File: config.mk
export PLATFORM = sky130hd
export DESIGN_NAME = ecc_codec
export DESIGN_NICKNAME = d
export VERILOG_FILES = /design/src/ecc_codec.sv
export VERILOG_INCLUDE_DIRS = /design/src
export SDC_FILE = /design/constraint.sdc
export NUM_CORES = 1
export LEC_CHECK = 0
export BUFFER_PORTS_ARGS = -buffer_cell sky130_fd_sc_hd__buf_2
export CORE_AREA = 2 2 90 92
export DETAILED_ROUTE_END_ITERATION = 16
export DIE_AREA = 0 0 92 94
export PLACE_DENSITY = 0.92
export SETUP_SLACK_MARGIN = 0.5
export SLEW_MARGIN = 10
export SYNTH_ARGS = -nofsm -noshare
export SYNTH_HDL_FRONTEND = slang
export SYNTH_SLANG_ARGS = --single-unit
File: constraint.sdc
create_clock -name vclk -period 5.25
set_clock_uncertainty 0.15 [all_clocks]
set_input_delay 1.05 -clock vclk [all_inputs]
set_output_delay 1.05 -clock vclk [all_outputs]
set_load 0.05 [all_outputs]
File: src/ecc_map.svh
// constants for the memory check path: widths, masks, reset values
`ifndef ECC_MAP_SVH
`define ECC_MAP_SVH

`define GRP_W 29
`define DATA_W 64
`define CHK_W 8
`define HALF_W 32

`define BYTE_ALL 8'hFF
`define BYTE_NONE 8'h00
`define LANE_ALL 4'hF
`define LANE_NONE 4'h0
`define CHK_RST 8'h00
`define DATA_RST 64'h0000_0000_0000_0000
`define HALF_RST 32'h0000_0000
`define GRP_RST 29'h0000_0000

// data bits feeding each check bit, bit 0 least significant
`define ECC_MASK0 64'h8E8E_8E8E_0000_FFFF
`define ECC_MASK1 64'h4D4D_4D4D_FF00_FF00
`define ECC_MASK2 64'h2B2B_2B2B_FFFF_0000
`define ECC_MASK3 64'h1717_1717_00FF_00FF
`define ECC_MASK4 64'h0000_FFFF_8E8E_8E8E
`define ECC_MASK5 64'hFF00_FF00_4D4D_4D4D
`define ECC_MASK6 64'hFFFF_0000_2B2B_2B2B
`define ECC_MASK7 64'h00FF_00FF_1717_1717

`endif

File: src/ecc_codec.sv
// check-bit generation, syndrome decode, single-bit correction and byte parity
`default_nettype none
`include "ecc_map.svh"

module ecc_codec (
  // word under test
  input wire logic [`DATA_W-1:0] data_i,
  input wire logic [`CHK_W-1:0] chk_i,
  // results
  output logic [`CHK_W-1:0] gen_o,
  output logic [`CHK_W-1:0] par_o,
  output logic [`DATA_W-1:0] fixed_o,
  output logic single_o,
  output logic multi_o,
  output logic par_err_o
);

  localparam logic [`CHK_W-1:0][`DATA_W-1:0] H = {`ECC_MASK7, `ECC_MASK6, `ECC_MASK5,
    `ECC_MASK4, `ECC_MASK3, `ECC_MASK2, `ECC_MASK1, `ECC_MASK0};

  logic [`CHK_W-1:0] syn;
  logic [`CHK_W-1:0] col;
  logic hit;
  logic cb_hit;

  always_comb
  begin
    syn = `CHK_RST;
    col = `CHK_RST;
    hit = 1'b0;
    fixed_o = data_i;
    for (int i = 0; i < `CHK_W; i++)
    begin
      gen_o[i] = ^(data_i & H[i]);
      par_o[i] = ~^data_i[8*i +: 8];
    end
    syn = gen_o ^ chk_i;
    // a data bit in error leaves its own matrix column as syndrome
    for (int j = 0; j < `DATA_W; j++)
    begin
      for (int k = 0; k < `CHK_W; k++)
      begin
        col[k] = H[k][j];
      end
      if (syn == col)
      begin
        fixed_o[j] = ~data_i[j];
        hit = 1'b1;
      end
    end
    cb_hit = (syn != `CHK_RST) && ((syn & (syn - 8'h01)) == `CHK_RST);
    single_o = hit | cb_hit;
    multi_o = (syn != `CHK_RST) && !single_o;
    // an even count of flipped bits in a byte cancels out here
    par_err_o = |(par_o ^ chk_i);
  end

endmodule

`default_nettype wire

==> results.rst, run 1 <==
.. list-table::
   :header-rows: 1

   * - Metric
     - Value
   * - Outcome
     - stopped before the end
   * - Last flow stage reached
     - clock tree synthesis
   * - First Err
     - [ERROR DPL-0038] Utilization greater than 100%, impossible to legalize
   * - Initial standard-cell utilization of the core
     - approximately half
   * - Placement Rows
     - 32
   * - Global placer's final weighted congestion
     - ~1.1
   * - Gate count after technology mapping
     - 478
   * - Hold Buf Count CTS
     - 0
   * - Die Ht
     - between 90 and 100 um
   * - Die width
     - ~92 um
   * - Post-Synthesis Cell Area
     - roughly 3700 um^2
   * - Post-CTS Setup Repair Bufs
     - 40
   * - Sequential area share after synthesis
     - 0%
   * - Detailed placement HPWL
     - 15,300 um
   * - Mean Syn Cell Area
     - between 7 and 8 um^2
   * - Dpl cell area
     - between 6000 and 7000 um^2
   * - Post-CTS sizing
     - roughly 240
   * - Syn_nets
     - 550
   * - Yosys cell types
     - 51
   * - Yosys warnings
     - 0
   * - Count of port buffers added during placement
     - between 150 and 200
   * - Top Ports
     - 155
-- synth_stat cells, types with 3 or more instances --
cell type | number | area share, %
sky130_fd_sc_hd__nand2_1 | 31 | 3.1
sky130_fd_sc_hd__o21ai_0 | 9 | 1.2
sky130_fd_sc_hd__xnor2_2 | 12 | 5.2
sky130_fd_sc_hd__o211ai_1 | 4 | 0.80
sky130_fd_sc_hd__inv_1 | 11 | 1.1
sky130_fd_sc_hd__and3_1 | 10 | 1.7
sky130_fd_sc_hd__a211oi_1 | 3 | 0.60
sky130_fd_sc_hd__xor3_1 | 6 | 3.8
sky130_fd_sc_hd__mux2i_1 | 3 | 0.80
sky130_fd_sc_hd__o22ai_1 | 10 | 1.7
sky130_fd_sc_hd__nor3_1 | 22 | 2.9
sky130_fd_sc_hd__xnor3_1 | 3 | 1.8
sky130_fd_sc_hd__nor4_1 | 3 | 0.50
sky130_fd_sc_hd__xor2_1 | 61 | 14
sky130_fd_sc_hd__a21oi_1 | 10 | 1.3
sky130_fd_sc_hd__xor2_2 | 3 | 1.3
sky130_fd_sc_hd__nor2_1 | 74 | 7.4
sky130_fd_sc_hd__xnor2_1 | 157 | 37
sky130_fd_sc_hd__o22ai_2 | 5 | 1.7
-- cells by family after synthesis --
family / Yosys count / synth area share [%]
buffers and inverters: 15 / 1.54
xor gates and xnor gates: 246 / 66.0
and+or+nand+nor: 153 / 18.7
AOI/OAI and AO/OA: 60 / 12.7
adders and majority gates: 1 / 0.268
muxes: 3 / 0.804
-- through the flow --
stage	hold WS [ns]	TNS [ns]	instances	utilization, %	setup slack (ns)
floorplan	2.07	0	478	-	0.0170
global placement	2.34	-0.522	887	88.5	-0.178
detailed placement	2.36	-4.18	887	88.5	-0.356
==> inputs of run 2 (changes only) <==
--- a/config.mk
+++ b/config.mk
@@ -7,11 +7,10 @@
 export NUM_CORES = 1
 export LEC_CHECK = 0
 export BUFFER_PORTS_ARGS = -buffer_cell sky130_fd_sc_hd__buf_2
-export CORE_AREA = 2 2 90 92
+export CORE_AREA = 2 2 107 109
 export DETAILED_ROUTE_END_ITERATION = 16
-export DIE_AREA = 0 0 92 94
-export PLACE_DENSITY = 0.92
-export SETUP_SLACK_MARGIN = 0.5
+export DIE_AREA = 0 0 109 111
+export PLACE_DENSITY_LB_ADDON = 0.15
 export SLEW_MARGIN = 10
 export SYNTH_ARGS = -nofsm -noshare
 export SYNTH_HDL_FRONTEND = slang
==> run 2 against run 1 <==
  * The flow now finishes, with violations (negative setup slack)
  * Area after synthesis did not move
  * Synthesized cell count unchanged
==> results.rst, run 2 <==
.. list-table::
   :header-rows: 1

   * - Metric
     - Value
   * - Congestion Overflow GR
     - 0
   * - Largest cells by area after synthesis
     - sky130_fd_sc_hd__xnor2_1 (37%), sky130_fd_sc_hd__xor2_1 (14%), sky130_fd_sc_hd__nor2_1 (7.4%)
   * - Global routing usage on met1
     - around a third
   * - Sequential Area
     - 0 um^2
   * - Die outline area
     - around 12,000 um^2
   * - Cell with the most instances after synthesis
     - sky130_fd_sc_hd__xnor2_1
   * - Total Routed Length
     - about 15,000 um
   * - Hold Crit Class
     - in2out
   * - Outcome
     - finished, violations left
   * - Fraction of final layout cells sized beyond drive strength 1
     - approximately 54%
   * - Tcrit/Tclk final
     - 100%
   * - Mean Syn Cell Area
     - 7.82 um^2 (unchanged)
   * - Maximum fanout encountered on the critical timing path
     - 5
   * - Global placer's final weighted congestion
     - 0.941 (-12%)
   * - Leading cell type in the layout, fill and taps excluded
     - sky130_fd_sc_hd__buf_4
   * - Placement Rows
     - 39 (+22%)
   * - Yosys cell types
     - 51 (unchanged)
   * - Diode insertion count for antenna repair
     - 0
   * - Drt wl/cell
     - 16.2 um
   * - Kind of critical path
     - in2out
   * - Met2 Resource Use GR
     - 39.2%
   * - RSZ-0062 raised after global routing
     - yes
   * - Max_cap viols
     - 0
   * - Aggregate global-route resource usage
     - 23.7%
   * - Pin count of the biggest net entering global routing
     - 17
   * - Post-Synthesis Cell Area
     - 3740 um^2 (unchanged)
   * - Via count of the first global-routing pass
     - 4,467
   * - Count of clock buffers in the final design
     - 0
   * - Fin nets
     - 870
   * - Die Ht
     - 111 um (+18%)
   * - Antenna-violating nets left
     - 0
   * - Instance count after placement with tap cells included
     - 919 (+3.6%)
   * - Commonest cells in the netlist
     - sky130_fd_sc_hd__xnor2_1 (157), sky130_fd_sc_hd__nor2_1 (74), sky130_fd_sc_hd__xor2_1 (61)
   * - Required time reported for the critical path endpoint
     - roughly 4.1 ns
   * - Sequential area share after synthesis
     - 0% (unchanged)
   * - Worst slew margin
     - between 60% and 70%
   * - Via count
     - about 4,500
   * - Top Ports
     - 155 (unchanged)
   * - Worst Setup Slack, final
     - -0.0190 ns
   * - Gate count after technology mapping
     - 478 (unchanged)
   * - Failing checks
     - negative setup slack
   * - Final number of max-transition violations
     - 0
   * - Yosys warnings
     - 0 (unchanged)
   * - Die width
     - 109 um (+18%)
   * - Initial antenna violation count
     - 0
   * - Dominant cell type by area after synthesis
     - sky130_fd_sc_hd__xnor2_1
   * - Most heavily used metal layer in global routing
     - met2
   * - Count of routing violations after the opening detailed-route iteration
     - approximately 250
   * - Core area
     - 11,100 um^2
   * - Final hold vios
     - 0
   * - Detailed placement HPWL
     - 12,900 um (-16%)
   * - Arr. time, crit path
     - slightly above 4 ns
   * - Number of iterations in the first detailed-routing pass
     - 4
   * - Count of port buffers added during placement
     - 155 (unchanged)
   * - Commonest non-fill, non-tap cells in the layout
     - sky130_fd_sc_hd__buf_4 (160), sky130_fd_sc_hd__buf_2 (148), sky130_fd_sc_hd__xnor2_1 (123), sky130_fd_sc_hd__nor2_1 (68), sky130_fd_sc_hd__xor2_1 (57)
   * - Area fraction of the dominant cell type after synthesis
     - 36.8% (unchanged)
   * - Final critical delay including setup and external delays
     - 5.27 ns
   * - Fin cells
     - roughly 940
   * - Hold Buf Count CTS
     - 0 (unchanged)
   * - Worst Setup End Kind
     - primary output
   * - Number of sequential storage elements
     - 0
   * - Fmax
     - around 0.19 GHz
   * - Drt via density
     - 4.79
   * - Post-detailed-route DRC marker count
     - 0
   * - Number of failing setup endpoints in the final timing report
     - 1
   * - Area growth from synthesis to layout
     - 79.2%
   * - Global-route wire length before repair
     - ~23,000 um
   * - Hold path startpoint
     - data_i[23]
   * - Syn_nets
     - 550 (unchanged)
   * - GR Layer Usage met3
     - 1.53%
   * - Initial standard-cell utilization of the core
     - 33.7% (-15 points)
   * - Slew of the pin with the lowest slew margin
     - about 0.51 ns
   * - Critical path launch point type
     - input port
   * - Startpoint of the worst setup timing path
     - data_i[39]
-- run 2: cell counts after synthesis --
Identical to the previous run, type by type.
-- run 2: final cells by class --
cell class,count,area (um^2)
Fill cell,967,4380
Multi-Input combinational cell,463,4340
Inverter,12,47.5
Timing Repair Buffer,321,2130
Tap cell,143,179
-- run 2: routing by layer --
metal / share of wire, % / wire length [um]
met1: 43 / 6560
met2: 46 / 7010
met3: 7.4 / 1130
met4: 3.2 / 493
met5: 0 / 0
-- run 2: kinds of logic (layout without fill, tap and decap cells) --
| family | after synthesis | in the layout | share of synthesized area (%) |
|---|---|---|---|
| adders and majority gates | 1 | 1 | 0.268 |
| and+or+nand+nor | 153 | 153 | 18.7 |
| buffers and inverters | 15 | 333 | 1.54 |
| xor gates and xnor gates | 246 | 246 | 66.0 |
| muxes | 3 | 3 | 0.804 |
| AOI/OAI and AO/OA | 60 | 60 | 12.7 |
-- run 2: final timing paths --
path | end | slack (ns) | cells past startpoint
max | multi_o | -0.02 | 13
min | fixed_o[23] | 2.33 | 3
-- run 2: what timing repair did --
| action | CTS | global route |
|---|---|---|
| pin swaps | 9 | 18 |
| setup buffers | 5 | 16 |
| gates resized for setup | 33 | 71 |
| setup endpoints to repair | 19 | 24 |
| gates cloned | 0 | 0 |
-- run 2: worst max-delay path, cell delays in order --
cell and delay (ns):
sky130_fd_sc_hd__buf_2 0.12, sky130_fd_sc_hd__buf_6 0.13, sky130_fd_sc_hd__xnor2_4 0.12, sky130_fd_sc_hd__xnor2_2 0.23, sky130_fd_sc_hd__xor3_2 0.49, sky130_fd_sc_hd__xnor2_4 0.23, sky130_fd_sc_hd__and3_4 0.22, sky130_fd_sc_hd__o22ai_4 0.22
sky130_fd_sc_hd__nor2_2 0.07, sky130_fd_sc_hd__or4_4 0.52, sky130_fd_sc_hd__a2111oi_4 0.23, sky130_fd_sc_hd__and4_4 0.30, sky130_fd_sc_hd__buf_12 0.14
-- run 2: stage by stage --
| step | instance area, um^2 | TNS (ns) | hold slack [ns] | setup slack (ns) | utilization (%) |
|---|---|---|---|---|---|
| after global placement | 5940 | -0.590 | 2.34 | -0.273 | 53.6 |
| after CTS | 6190 | -0.0361 | 2.34 | -0.0361 | 55.9 |
| after detailed placement | 5940 | -0.846 | 2.34 | -0.265 | 53.6 |
| after global routing | 6700 | -0.615 | 2.36 | -0.134 | 60.4 |
| final | 6700 | -0.0190 | 2.33 | -0.0190 | 60.4 |
| after floorplan | 3860 | 0 | 2.22 | 0.00802 | - |
Power of run 2 is not shown: default switching activity piles up to over one toggle a cycle in this logic, so the estimate is an artifact.
